===== config.mk =====
export PLATFORM = sky130hd
export DESIGN_NAME = acc_core
export DESIGN_NICKNAME = d
export VERILOG_FILES = /design/src/acc_pkg.sv /design/src/acc_core.sv
export SDC_FILE = /design/constraint.sdc
export NUM_CORES = 1
export LEC_CHECK = 0
export BUFFER_PORTS_ARGS = -buffer_cell sky130_fd_sc_hd__buf_4
export CORE_AREA = 2 2 230 232
export DETAILED_ROUTE_END_ITERATION = 10
export DIE_AREA = 0 0 232 234
export MAX_ROUTING_LAYER = met4
export SYNTH_ARGS = -nofsm -noshare
export SYNTH_HDL_FRONTEND = slang
export SYNTH_SLANG_ARGS = --single-unit

===== constraint.sdc =====
create_clock -name i_clk -period 5.9 [get_ports i_clk]
set_input_delay 0.295 -clock i_clk [delete_from_list [all_inputs] [get_ports i_clk]]
set_output_delay 0.295 -clock i_clk [all_outputs]
set_load 0.03 [all_outputs]

===== src/acc_pkg.sv =====
// Function
// Result equals raw plus offset, times gain
// Guard bits kept; overload judged only at end
// Offset register: signed 24 bits, address 0x9
// Offset added by plain adder, no latency
// Offset enable affects only the next result
// New offset value affects only next result
// Gain register 0xA: unsigned code over 2^23
// Gain shift-add multiplier adds 23 cycles delay
// Conversions continue while multiplier runs
// Gain enable affects only the next result
// New gain value affects only next result
// Disabled correction skipped, register ignored
// Mode 0x: one conversion, then shutdown
// Mode 10: one conversion, then standby
// Mode 11: continuous, state stays 11
// One-shot lasts one or two conversion times
// One-shot waits remaining start-up time first
// One-shot interrupt held until result fully read
// Continuous: first after conversion time, then data rate
// Each continuous event is a complete conversion
// Chopping continuous: restart, double group delay
// State 11 convert, 10 standby, 0x shutdown
// Out-of-range final result clamps to full scale
package acc_pkg;

    // Register addresses (4-bit command field)
    localparam logic [3:0]  ADR_RESULT = 4'h0;
    localparam logic [3:0]  ADR_MODE   = 4'h1;
    localparam logic [3:0]  ADR_CONFIG = 4'h3;
    localparam logic [3:0]  ADR_OFFSET = 4'h9;
    localparam logic [3:0]  ADR_GAIN   = 4'hA;
    // Command type in the low two command bits
    localparam logic [1:0]  CMD_WR     = 2'h2;
    localparam logic [1:0]  CMD_RD     = 2'h3;
    localparam int          CMD_ADR_LSB = 2;
    localparam logic [5:0]  CMD_LAST   = 6'h07;
    localparam logic [5:0]  FRAME_LAST = 6'h1F;
    // Config word three field positions
    localparam int          CFG_GAIN_EN = 0;
    localparam int          CFG_OFF_EN  = 1;
    localparam int          CFG_AZ      = 2;
    localparam int          CFG_CMODE   = 6;
    localparam int          ST_ON_BIT   = 1;
    // Converter state codes
    localparam logic [1:0]  ST_CONV     = 2'h3;
    // Reset values
    localparam logic [23:0] OFFSET_RST = 24'h00_0000;
    localparam logic [23:0] GAIN_RST   = 24'h80_0000;
    localparam logic [7:0]  CONFIG_RST = 8'h00;
    localparam logic [1:0]  STATE_RST  = 2'h0;
    // Timing in decimation clock periods
    localparam logic [8:0]  STARTUP_CYC = 9'h100;
    localparam logic [4:0]  GCAL_CYC    = 5'h17;
    localparam int          GAIN_FRAC   = 23;
    // Full-scale output codes
    localparam logic signed [48:0] POS_FS = 49'sh0_0000_007F_FFFF;
    localparam logic signed [48:0] NEG_FS = -49'sh0_0000_0080_0000;

    typedef struct packed {
        logic cs_n;
        logic sck;
        logic sdi;
    } acc_spi_t;

    typedef struct packed {
        logic signed [24:0] sum;
        logic               gain_en;
        logic [23:0]        gain;
    } acc_word_t;

    typedef enum logic [1:0] {
        CTL_IDLE  = 2'b00,
        CTL_START = 2'b01,
        CTL_CONV  = 2'b10
    } acc_ctl_t;

    // Saturate a wide corrected value to the 24-bit output range
    function automatic logic [23:0] acc_clamp(input logic signed [48:0] v);
        logic [23:0] r;
        r = v[23:0];
        if (v > POS_FS) begin
            r = POS_FS[23:0];
        end else if (v < NEG_FS) begin
            r = NEG_FS[23:0];
        end
        return r;
    endfunction

endpackage


===== src/acc_core.sv =====
`timescale 1ns/1ps
// Calibration and conversion sequencing back end, clocked by the decimation clock
module acc_core #(
    parameter int CONV_CYC   = 1024, // Conversion time in clock periods
    parameter int DR_CYC     = 256,  // Data rate clock period in clock periods
    parameter int IRQ_HOLD   = 32,   // Auto-clear delay of continuous interrupt
    parameter int FIFO_DEPTH = 2,    // Entries between sampler and multiplier
    parameter int CNT_W      = 16
) (
    input  wire logic              i_clk,
    input  wire logic              i_srst,
    input  wire acc_pkg::acc_spi_t i_spi,
    input  wire logic [23:0]       i_raw_code,
    output logic                   o_sdo,
    output logic                   o_sdo_oe,
    output logic                   o_irq_n,
    output logic                   o_filter_rst,
    output logic [1:0]             o_adc_state
);

    localparam int PW = (FIFO_DEPTH > 1) ? $clog2(FIFO_DEPTH) : 1;
    localparam logic [CNT_W-1:0] CONV_LEN  = CNT_W'(CONV_CYC - 1);
    localparam logic [CNT_W-1:0] CONV_LEN2 = CNT_W'(2 * CONV_CYC - 1);
    localparam logic [CNT_W-1:0] DR_LEN    = CNT_W'(DR_CYC - 1);
    localparam logic [CNT_W-1:0] HOLD_LEN  = CNT_W'(IRQ_HOLD - 1);
    localparam logic [PW:0]      FIFO_FULL = (PW + 1)'(FIFO_DEPTH);
    localparam logic [PW-1:0]    PTR_LAST  = PW'(FIFO_DEPTH - 1);

    // ---------------- Serial port ----------------
    acc_pkg::acc_spi_t sy1_q;          // First synchroniser stage
    acc_pkg::acc_spi_t sy2_q;          // Second synchroniser stage
    logic              sck3_q;         // Delayed clock for edge detect
    logic [5:0]        bit_cnt_q;      // Bits seen in this frame
    logic [30:0]       sh_in_q;        // Incoming command and data bits
    logic [23:0]       sh_out_q;       // Outgoing read data
    logic              sdo_q;
    logic              sdo_oe_q;

    wire cs_on     = ~sy2_q.cs_n;
    wire sck_rise  = sy2_q.sck & ~sck3_q;
    wire sck_fall  = ~sy2_q.sck & sck3_q;
    wire [7:0] l_cmd  = {sh_in_q[6:0], sy2_q.sdi};
    wire [3:0] l_adr  = l_cmd[acc_pkg::CMD_ADR_LSB +: 4];
    wire       cmd_at = cs_on & sck_rise & (bit_cnt_q == acc_pkg::CMD_LAST);
    wire       f_end  = cs_on & sck_rise & (bit_cnt_q == acc_pkg::FRAME_LAST);
    wire [7:0] f_cmd  = sh_in_q[30:23];
    wire [3:0] f_adr  = f_cmd[acc_pkg::CMD_ADR_LSB +: 4];
    wire [23:0] f_dat = {sh_in_q[22:0], sy2_q.sdi};
    wire       wr_stb = f_end & (f_cmd[1:0] == acc_pkg::CMD_WR);
    // A full 24-bit read of the result clears a one-shot interrupt
    wire       rd_done = f_end & (f_cmd[1:0] == acc_pkg::CMD_RD) & (f_adr == acc_pkg::ADR_RESULT);

    // ---------------- Registers ----------------
    logic [23:0] result_q;             // Conversion result
    logic [23:0] offset_q;             // Offset correction
    logic [23:0] gain_q;               // Gain correction
    logic [7:0]  config_q;             // Config word three
    logic [1:0]  adc_state_q;          // Converter state field

    wire [1:0] conversion_mode_select = config_q[acc_pkg::CFG_CMODE +: 2];
    wire       az_on     = config_q[acc_pkg::CFG_AZ];
    wire       cont_mode = (conversion_mode_select == acc_pkg::ST_CONV);

    // Read data selection
    logic [23:0] rd_mux;
    always_comb begin
        unique case (l_adr)
            acc_pkg::ADR_RESULT: rd_mux = result_q;
            acc_pkg::ADR_MODE:   rd_mux = {22'h00_0000, adc_state_q};
            acc_pkg::ADR_CONFIG: rd_mux = {16'h0000, config_q};
            acc_pkg::ADR_OFFSET: rd_mux = offset_q;
            acc_pkg::ADR_GAIN:   rd_mux = gain_q;
            default:             rd_mux = 24'h00_0000; // Unmapped reads as zero
        endcase
    end

    // Synchronise pins; only the second stage feeds logic
    always_ff @(posedge i_clk) begin
        sy1_q  <= i_spi;
        sy2_q  <= sy1_q;
        sck3_q <= sy2_q.sck;
    end

    // Frame shifter: sample on rising edge, drive on falling edge
    always_ff @(posedge i_clk) begin
        if (i_srst || !cs_on) begin
            bit_cnt_q <= 6'h00;
            sh_in_q   <= 31'h0000_0000;
            sh_out_q  <= 24'h00_0000;
            sdo_q     <= 1'b0;
            sdo_oe_q  <= 1'b0;
        end else begin
            if (sck_rise && bit_cnt_q <= acc_pkg::FRAME_LAST) begin
                sh_in_q   <= {sh_in_q[29:0], sy2_q.sdi};
                bit_cnt_q <= bit_cnt_q + 6'h01;
            end
            // Read data snapshot taken once the command is known
            if (cmd_at && l_cmd[1:0] == acc_pkg::CMD_RD) begin
                sh_out_q <= rd_mux;
                sdo_oe_q <= 1'b1;
            end else if (sck_fall && bit_cnt_q > acc_pkg::CMD_LAST) begin
                sdo_q    <= sh_out_q[23];
                sh_out_q <= {sh_out_q[22:0], 1'b0};
            end
        end
    end

    // ---------------- Conversion sequencer ----------------
    acc_pkg::acc_ctl_t ctl_q;
    logic [CNT_W-1:0]  conv_cnt_q;     // Cycles left in this conversion
    logic [8:0]        start_cnt_q;    // Remaining start-up wait
    logic              frst_q;         // Filter reset pulse

    wire samp    = (ctl_q == acc_pkg::CTL_CONV) && (conv_cnt_q == '0) && (adc_state_q == acc_pkg::ST_CONV);
    wire os_done = samp && !cont_mode;
    wire [CNT_W-1:0] first_len = az_on ? CONV_LEN2 : CONV_LEN;

    // Start-up timer: reset in shutdown, counts down otherwise
    always_ff @(posedge i_clk) begin
        if (i_srst || !adc_state_q[acc_pkg::ST_ON_BIT]) begin
            start_cnt_q <= acc_pkg::STARTUP_CYC;
        end else if (start_cnt_q != 9'h000) begin
            start_cnt_q <= start_cnt_q - 9'h001;
        end
    end

    // State field: host writes win; one-shot end falls back to idle code
    always_ff @(posedge i_clk) begin
        if (i_srst) begin
            adc_state_q <= acc_pkg::STATE_RST;
        end else if (wr_stb && f_adr == acc_pkg::ADR_MODE) begin
            adc_state_q <= f_dat[1:0];
        end else if (os_done) begin
            adc_state_q <= conversion_mode_select;
        end
    end

    // Conversion timing; multiplier activity never stalls it
    always_ff @(posedge i_clk) begin
        if (i_srst) begin
            ctl_q      <= acc_pkg::CTL_IDLE;
            conv_cnt_q <= '0;
            frst_q     <= 1'b0;
        end else begin
            frst_q <= 1'b0;
            unique case (ctl_q)
                acc_pkg::CTL_IDLE: begin
                    if (adc_state_q == acc_pkg::ST_CONV) begin
                        ctl_q <= acc_pkg::CTL_START;
                    end
                end
                acc_pkg::CTL_START: begin
                    if (adc_state_q != acc_pkg::ST_CONV) begin
                        ctl_q <= acc_pkg::CTL_IDLE;
                    end else if (start_cnt_q == 9'h000) begin
                        // Wait out start-up first, then a fresh filter
                        ctl_q      <= acc_pkg::CTL_CONV;
                        conv_cnt_q <= first_len;
                        frst_q     <= 1'b1;
                    end
                end
                acc_pkg::CTL_CONV: begin
                    if (adc_state_q != acc_pkg::ST_CONV || os_done) begin
                        ctl_q <= acc_pkg::CTL_IDLE;
                    end else if (samp && az_on) begin
                        // Chopping: restart each result from reset
                        conv_cnt_q <= CONV_LEN2;
                        frst_q     <= 1'b1;
                    end else if (samp) begin
                        // Filter never reset: moving average at data rate
                        conv_cnt_q <= DR_LEN;
                    end else begin
                        conv_cnt_q <= conv_cnt_q - CNT_W'(1);
                    end
                end
                default: ctl_q <= acc_pkg::CTL_IDLE;
            endcase
        end
    end

    // ---------------- Sample and offset ----------------
    // Corrections are captured at sample time, so register writes and
    // enable changes only affect results sampled afterwards.
    wire signed [24:0] off_term = config_q[acc_pkg::CFG_OFF_EN] ? $signed({offset_q[23], offset_q}) : 25'sh000_0000;
    wire signed [24:0] raw_x    = $signed({i_raw_code[23], i_raw_code});
    acc_pkg::acc_word_t samp_w;
    assign samp_w.sum     = raw_x + off_term;
    assign samp_w.gain_en = config_q[acc_pkg::CFG_GAIN_EN];
    assign samp_w.gain    = gain_q;

    acc_pkg::acc_word_t pend_q;        // Sample waiting for buffer room
    logic               pend_v_q;

    // ---------------- Two-entry buffer ----------------
    acc_pkg::acc_word_t fifo_q [FIFO_DEPTH];
    logic [PW-1:0]      wp_q;
    logic [PW-1:0]      rp_q;
    logic [PW:0]        cnt_q;
    logic               mul_busy_q;

    wire in_rdy  = (cnt_q != FIFO_FULL);
    wire push    = pend_v_q && in_rdy;
    wire out_vld = (cnt_q != '0);
    wire pop     = out_vld && !mul_busy_q;
    acc_pkg::acc_word_t head;
    assign head = fifo_q[rp_q];

    // Pending sample holds until the buffer accepts it or the next sample overwrites it
    always_ff @(posedge i_clk) begin
        if (i_srst) begin
            pend_v_q <= 1'b0;
            pend_q   <= '0;
        end else if (samp) begin
            pend_v_q <= 1'b1;
            pend_q   <= samp_w;
        end else if (push) begin
            pend_v_q <= 1'b0;
        end
    end

    // Buffer storage and pointers
    always_ff @(posedge i_clk) begin
        if (i_srst) begin
            wp_q  <= '0;
            rp_q  <= '0;
            cnt_q <= '0;
        end else begin
            if (push) begin
                fifo_q[wp_q] <= pend_q;
                wp_q         <= (wp_q == PTR_LAST) ? '0 : wp_q + 1'b1;
            end
            if (pop) begin
                rp_q <= (rp_q == PTR_LAST) ? '0 : rp_q + 1'b1;
            end
            cnt_q <= cnt_q + (PW + 1)'(push) - (PW + 1)'(pop);
        end
    end

    // ---------------- Gain multiplier ----------------
    logic signed [48:0] mul_acc_q;     // Running partial sum, full precision
    logic signed [48:0] mul_mc_q;      // Shifted multiplicand
    logic [22:0]        mul_mp_q;      // Remaining gain bits
    logic [4:0]         mul_cnt_q;

    wire signed [48:0] head_x  = 49'(head.sum);
    wire signed [48:0] step    = mul_mp_q[0] ? mul_mc_q : 49'sh0;
    wire signed [48:0] acc_nx  = mul_acc_q + step;
    wire               mul_end = mul_busy_q && (mul_cnt_q == acc_pkg::GCAL_CYC - 5'h01);
    wire               res_wr  = (pop && !head.gain_en) || mul_end;
    // Clamp only the final value; guard bits absorb interim overflow
    wire [23:0] res_val = mul_end ? acc_pkg::acc_clamp(acc_nx >>> acc_pkg::GAIN_FRAC)
                                  : acc_pkg::acc_clamp(head_x);

    // One gain bit per cycle; the pop cycle handles bit zero
    always_ff @(posedge i_clk) begin
        if (i_srst) begin
            mul_busy_q <= 1'b0;
            mul_acc_q  <= '0;
            mul_mc_q   <= '0;
            mul_mp_q   <= '0;
            mul_cnt_q  <= '0;
        end else if (pop && head.gain_en) begin
            mul_busy_q <= 1'b1;
            mul_acc_q  <= head.gain[0] ? head_x : 49'sh0;
            mul_mc_q   <= head_x <<< 1;
            mul_mp_q   <= head.gain[23:1];
            mul_cnt_q  <= '0;
        end else if (mul_busy_q) begin
            mul_acc_q  <= acc_nx;
            mul_mc_q   <= mul_mc_q <<< 1;
            mul_mp_q   <= {1'b0, mul_mp_q[22:1]};
            mul_cnt_q  <= mul_cnt_q + 5'h01;
            mul_busy_q <= !mul_end;
        end
    end

    // ---------------- Register writes ----------------
    always_ff @(posedge i_clk) begin
        if (i_srst) begin
            result_q <= 24'h00_0000;
            offset_q <= acc_pkg::OFFSET_RST;
            gain_q   <= acc_pkg::GAIN_RST;
            config_q <= acc_pkg::CONFIG_RST;
        end else begin
            if (res_wr) begin
                result_q <= res_val;
            end
            if (wr_stb && f_adr == acc_pkg::ADR_OFFSET) begin
                offset_q <= f_dat;
            end
            if (wr_stb && f_adr == acc_pkg::ADR_GAIN) begin
                gain_q <= f_dat;
            end
            if (wr_stb && f_adr == acc_pkg::ADR_CONFIG) begin
                config_q <= f_dat[7:0];
            end
        end
    end

    // ---------------- Data-ready output ----------------
    logic             irq_n_q;
    logic [CNT_W-1:0] hold_q;

    // New data wins over a clear in the same cycle
    always_ff @(posedge i_clk) begin
        if (i_srst) begin
            irq_n_q <= 1'b1;
            hold_q  <= '0;
        end else if (res_wr) begin
            irq_n_q <= 1'b0;
            hold_q  <= HOLD_LEN;
        end else if (rd_done) begin
            irq_n_q <= 1'b1;
        end else if (cont_mode && !irq_n_q) begin
            // Continuous mode releases the line by itself
            irq_n_q <= (hold_q == '0);
            hold_q  <= hold_q - CNT_W'(1);
        end
    end

    assign o_sdo        = sdo_q;
    assign o_sdo_oe     = sdo_oe_q;
    assign o_irq_n      = irq_n_q;
    assign o_filter_rst = frst_q;
    assign o_adc_state  = adc_state_q;

endmodule


# Word-level counts from Yosys, hierarchy flattened
# Memory sizes are Yosys's and may differ from the RTL's. A register that Yosys moved wholly into a read port is not among the register bits.
# Index checks and enable logic that the tools add are counted.
[op_classes]
n_mux = 53
eq_ne = 27
addsub = 11
magnitude_cmp = 6
n_div = 0
mul = 0
shifts = 0
reduce_logical = 49
bitwise_logic = 13
[op_table]
columns = ["operator", "n"]
rows = [
  ["$mux W49", 6],
  ["$mux W24", 7],
  ["$pmux W24 S5", 1],
  ["$mux W16", 5],
  ["$add A49 B49 Y49", 1],
  ["$mux W23", 2],
  ["$logic_not A16 Y1", 2],
  ["$pmux W16 S2", 1],
  ["$sub A16 B1 Y16 const B", 2],
  ["$gt A26 B24 Y1 const B", 1],
  ["$lt A26 B24 Y1 const B", 1],
  ["$add A24 B25 Y25", 1],
  ["$gt A25 B24 Y1 const B", 1],
  ["$lt A25 B24 Y1 const B", 1],
  ["$mux W25", 1],
  ["$mux W1", 18],
  ["$logic_and A1 B1 Y1", 17],
  ["$eq A4 B4 Y1 const B", 4],
  ["$mux W5", 3],
  ["$reduce_bool A2 Y1", 7],
  ["$eq A2 B2 Y1 const B", 6],
  ["$mux W2", 6],
  ["$ne A2 B2 Y1 const B", 6],
  ["$mux W11", 1],
  ["other kinds (31)", 58],
]
[totals]
reg_bits = 376
out_inout_bits = 6
romBits = 0
memories = 1
mem_bits_rw = 100
in_bits = 29
wordCells = 196
latchBits = 0
[mem_list]
columns = ["memory", "words", "word_bits", "rd", "rd_clocked_by_memory_dff", "wr", "line_no", "text"]
rows = [
  ["fifo_q", 2, 50, 1, 1, 1, "acc_core.sv:195", "acc_pkg::acc_word_t fifo_q [FIFO_DEPTH];"],
]

# Longest topological paths before layout
[logic_depth]
depth_word = 8
depth_mapped = 17
depth_no_buf = 15

# Least setup slack after synthesis
# No wires, ideal clock.
[synth_timing]
kind = "input-to-reg"
startpoint = "in i_srst"
endpoint = "mem fifo_q[1][0] in the netlist's numbering, enable pin"
t_required_ps = 5370
setup_slack_ps = 963
arrival_time_ps = 4407
stages = 3
path_cell_list = "clkbuf_1 clkbuf_1 nor3b_1"
[synth_between]
elab_chain_len = 2
[synth_rtl]
columns = ["item", "line_no", "text"]
rows = [
  ["from (decl)", "acc_core.sv:11", "input wire logic i_srst,"],
  ["$mux W1", "acc_core.sv:223", "if (i_srst) begin"],
  ["$mux W1 (not written as such)", "acc_core.sv:229", "fifo_q[wp_q] <= pend_q;"],
  ["to (decl)", "acc_core.sv:195", ""],
]
# No other way between the ends.

# Worst setup path in the final report
[layout_timing]
startpoint = "reg mul_mp_q[0]"
endpoint = "reg result_q[2]"
[layout_between]
elab_chain_len = 6
elab_cells_between_ends = 7
classes_between = "add/sub (1); order compare (2); mux (4)"
[layout_rtl]
columns = ["item", "line_no", "text"]
rows = [
  ["from (decl)", "acc_core.sv:242", "logic [22:0] mul_mp_q;"],
  ["from (signal assigned)", "acc_core.sv:266", "mul_mp_q <= head.gain[23:1];"],
  ["from (signal assigned)", "acc_core.sv:271", "mul_mp_q <= {1'b0, mul_mp_q[22:1]};"],
  ["$mux W49 *", "acc_core.sv:246", "wire signed [48:0] step = mul_mp_q[0] ? mul_mc_q : 49'sh0;"],
  ["$add A49 B49 Y49 *", "acc_core.sv:247", "wire signed [48:0] acc_nx = mul_acc_q + step;"],
  ["$lt A26 B24 Y1", "acc_pkg.sv:84", "end else if (v < NEG_FS) begin"],
  ["$mux W24", "acc_pkg.sv:84", ""],
  ["$mux W24 *", "acc_pkg.sv:82", "if (v > POS_FS) begin"],
  ["$mux W24 *", "acc_core.sv:251", "wire [23:0] res_val = mul_end ? acc_pkg::acc_clamp(acc_nx >>> acc_pkg::GAIN_FRAC)"],
  ["to (signal assigned)", "acc_core.sv:286", "result_q <= res_val;"],
  ["to (decl)", "acc_core.sv:54", "logic [23:0] result_q;"],
]
# Mark *: on every way between the ends. The rest lies on a longest branch, timed or not.
# A chain may end at the register's enable or synchronous reset.

==> reports/qor.csv <==
stage;metric;value;unit
outcome;status;finished clean;
placement;Port Buffers;34;
logic_synthesis;syn nets;2717;
floorplanning;total core area;52000;sq um
setup_path;Worst Path Max Fanout;48;
clocking;CTS tree;done;
floorplanning;Die H;234;microns
setup_path;reg2reg path depth;14;
detailed_routing;Via Count;18700;
flow_run;Max Cap Violations;0;
cells_and_area;Multi-input gate area;11800;sq um
worst_hold_path;HP Class;in2reg;
logic_synthesis;EDFF count, synth;100;
timing;total negative slack;0;ns
logic_synthesis;Yosys cell types;69;
clocking;Post-CTS Resized;0;
clocking;setup bufs post-CTS;0;
timing;Worst Setup Slack, final;1.27;ns
detailed_routing;average routed wire per standard cell;19.3;microns
worst_hold_path;hold path start;i_raw_code[0];
logic_synthesis;Mapped Area;23000;sq um
clocking;Clk Latency, worst-skew pair;0.61;ns
setup_path;max incr delay on CP;0.88;ns
timing;Tightest Pin Transition;1.19;ns
detailed_routing;Final ANT Viol Nets;0;
logic_synthesis;ys async rst share;0;%
power;PwrDens;387;nW/um^2
clocking;cts bufs inserted;51;
cells_and_area;Seq. cell area;10500;sq um
timing;max-slew violation count;0;
floorplanning;Chip Width;232;microns
cells_and_area;most common cell after layout, fill and taps aside;dfxtp_1;
clocking;CTS Hold Bufs;3;
clocking;clk sinks;476;
setup_path;startpoint types;flip-flop;
global_route;gr ovfl total;0;
worst_hold_path;hold depth;4;
floorplanning;DIE AREA;54300;sq um
timing;min cycle time layout;4.63;ns
setup_path;most frequent CP cell;a21oi_1;
placement;gpl congestion;0.885;
placement;Post-Place Worst Slack;1.32;ns
clocking;H-tree depth;2;
logic_synthesis;number of synthesized register bits;476;
timing;Final Cycle Share;78.5;%
detailed_routing;final wirelength;63400;microns
cells_and_area;Layout Nets;2663;
floorplanning;Initial Util;44.2;%
global_route;largest net degree at the start of global routing;199;
setup_path;Crit-path slowest cell;o32ai_4;
global_route;first-pass GRT wire length;99900;microns
setup_path;Worst Setup End Kind;flip-flop;
logic_synthesis;ys flop type;dfxtp_1;
detailed_routing;drt drc;0;
logic_synthesis;Post-Synthesis Cells;2604;
detailed_routing;first-pass iteration count of the detailed router;6;
clocking;clk buf depth;3;
setup_path;WP data required;6.40;ns
setup_path;R2R Path Start;mul_mp_q[0];
floorplanning;Ports;35;
cells_and_area;share of cells above drive strength 1;9.22;%
timing;fmax;216;MHz
logic_synthesis;syn_area_per_cell;8.83;sq um
floorplanning;row count;84;
timing;Hold Fails Final Rpt;0;
cells_and_area;commonest cells after routing, fill and taps aside;dfxtp_1, nand2_1, nor2_1, a21oi_1, edfxtp_1;
cells_and_area;Fill cells;4927;
setup_path;crit path cell chain;buf_4 > nand2_1 > fa_1 > nand2b_1 > a21oi_1 > o21ai_1 > a21oi_1 > o21ai_1 > a21oi_1 > a31oi_1 > xor2_1 > o32ai_4 > a221oi_1 > nor4_1;
timing;RSZ-0062 raised after global routing;false;
worst_hold_path;Hold EP;pend_q[25];
setup_path;critical path data arrival time;5.12;ns
timing;Setup Skew;0.0161;ns
global_route;vias in the first global route;18000;
setup_path;Worst R2R End;result_q[2];
setup_path;Worst R2R Setup Slack;1.27;ns
global_route;initial antenna violation count;3;
detailed_routing;DR iter-0 viols;1688;
setup_path;Crit Path Category;reg2reg;
clocking;clk slew on worst S/H paths;0.06;ns
timing;slew margin rel.;20.6;%
logic_synthesis;synth warn;0;
placement;post-detail-place hpwl;43300;microns
cells_and_area;synth-to-layout area growth;11.6;%
clocking;root buffer cell;clkbuf_16;
global_route;Total Routing Usage GR;24.0;%
power;static leakage;9.37;nW
power;VDD IR-drop max;0.000246;V
logic_synthesis;sequential-to-total area share from yosys stat;45.8;%
detailed_routing;vias per cell;5.70;
timing;Setup-failing EPs final;0;
-- cell families after synthesis --
group | after synthesis | synth area share (%)
AO/OA/AOI/OAI | 660 | 18.2
XOR/XNOR | 99 | 3.77
adder cells (fa/ha/maj) | 84 | 4.64
buffers and inverters | 202 | 3.35
flip-flops | 476 | 45.8
multiplexers | 105 | 4.75
AND/OR/NAND/NOR | 978 | 19.5
-- stage by stage --
step	instances	hold WS (ns)	cell area [sq um]	power (mW)	util (%)
2_1_floorplan	2604	0.310	23000	5.72	-
3_3_place_gp	3182	0.310	23700	6.41	45.6
3_5_place_dp	3182	0.312	23700	6.46	45.6
4_1_cts	3281	0.102	25600	9.97	49.3
5_1_grt	3284	0.145	25600	10.4	49.3
6_report	3284	0.151	25600	9.93	49.3
-- cell usage after synthesis, types with 7 or more instances --
library cell / n / area share, %
nand3_1: 24 / 0.52
nand2_1: 371 / 6.1
ha_1: 82 / 4.5
a21oi_1: 307 / 6.7
buf_1: 15 / 0.24
and3_1: 9 / 0.24
or3_1: 10 / 0.27
a2111oi_0: 18 / 0.69
nor3_1: 69 / 1.5
o31ai_1: 7 / 0.23
o21ai_0: 66 / 1.4
o21a_1: 24 / 0.78
a211oi_1: 29 / 0.95
nand2b_1: 15 / 0.41
a221oi_1: 43 / 1.6
dfxtp_1: 376 / 33
a31oi_1: 13 / 0.35
nor4_1: 16 / 0.44
clkbuf_1: 148 / 2.4
o21ai_1: 11 / 0.24
mux2i_1: 72 / 3.1
edfxtp_1: 100 / 13
xor2_1: 42 / 1.6
a21o_1: 40 / 1.3
nor2_1: 308 / 5.0
a22oi_1: 32 / 1.0
nor4_2: 20 / 1.1
nor2b_1: 17 / 0.46
mux2_2: 33 / 1.6
a222oi_1: 22 / 0.96
inv_1: 33 / 0.54
nand4_1: 14 / 0.38
and2_1: 75 / 2.0
o21bai_1: 12 / 0.39
xnor2_1: 57 / 2.2
-- per-layer routing --
| metal | share of wire, % | global-route usage [%] | vias to the layer above |
|---|---|---|---|
| li1 | - | - | 9160 |
| met1 | 46 | 30.8 | 9011 |
| met2 | 46 | 38.2 | 435 |
| met3 | 5.0 | 3.87 | 116 |
| met4 | 3.4 | 8.59 | 0 |
| met5 | 0 | - | - |
-- cell type report --
type	count	share of cell area [%]
Tap cell	688	3.36
Clock buffer	64	5.86
Antenna cell	3	0.0293
Sequential cell	476	41.1
Timing Repair Buffer	62	1.92
Inverter	33	0.483
Clock inverter	32	1.41
Multi-Input combinational cell	1926	45.9
-- flip-flops by register name, summed over array words and instances, names as in the netlist, 2 cells and up, named ones only --
name and flops:
o_adc_state 2, result_q 24, sh_in_q 29, mul_mp_q 23, sh_out_q 24, offset_q 24
mul_cnt_q 5, hold_q 16, conv_cnt_q 16, gain_q 24, sy1_q 3, ctl_q 2
fifo_q 100, pend_q 50, mul_acc_q 48, cnt_q 2, mul_mc_q 48, bit_cnt_q 6
sy2_q 2, start_cnt_q 9, config_q 8
-- worst max path at each step --
stage | from | end | slack (ns) | cells after the start
2_1_floorplan | i_srst | fifo_q[1][0] | 0.96 | 3
3_3_place_gp | mul_mp_q[0] | result_q[1] | 1.48 | 14
3_5_place_dp | mul_mp_q[0] | result_q[20] | 1.32 | 14
4_1_cts | mul_mp_q[0] | result_q[3] | 1.32 | 14
5_1_grt | mul_mp_q[0] | result_q[14] | 0.88 | 14
6_report | mul_mp_q[0] | result_q[2] | 1.27 | 14
-- worst max-delay path, delay by kind of cell, from the launching register on --
family	cells	cell delay [ns]
flip-flops	1	0.32
AND/OR/NAND/NOR	3	0.68
AO/OA/AOI/OAI	8	2.40
adder cells (fa/ha/maj)	1	0.46
XOR/XNOR	1	0.21
buffers and inverters	1	0.42
-- where the power goes --
part           switching [mW]  internal [mW]
clock network            1.41           2.09
registers               0.353           3.69
logic                    1.55          0.846
total                    3.31           6.62
No activity file was read; power rests on OpenSTA's default activity.
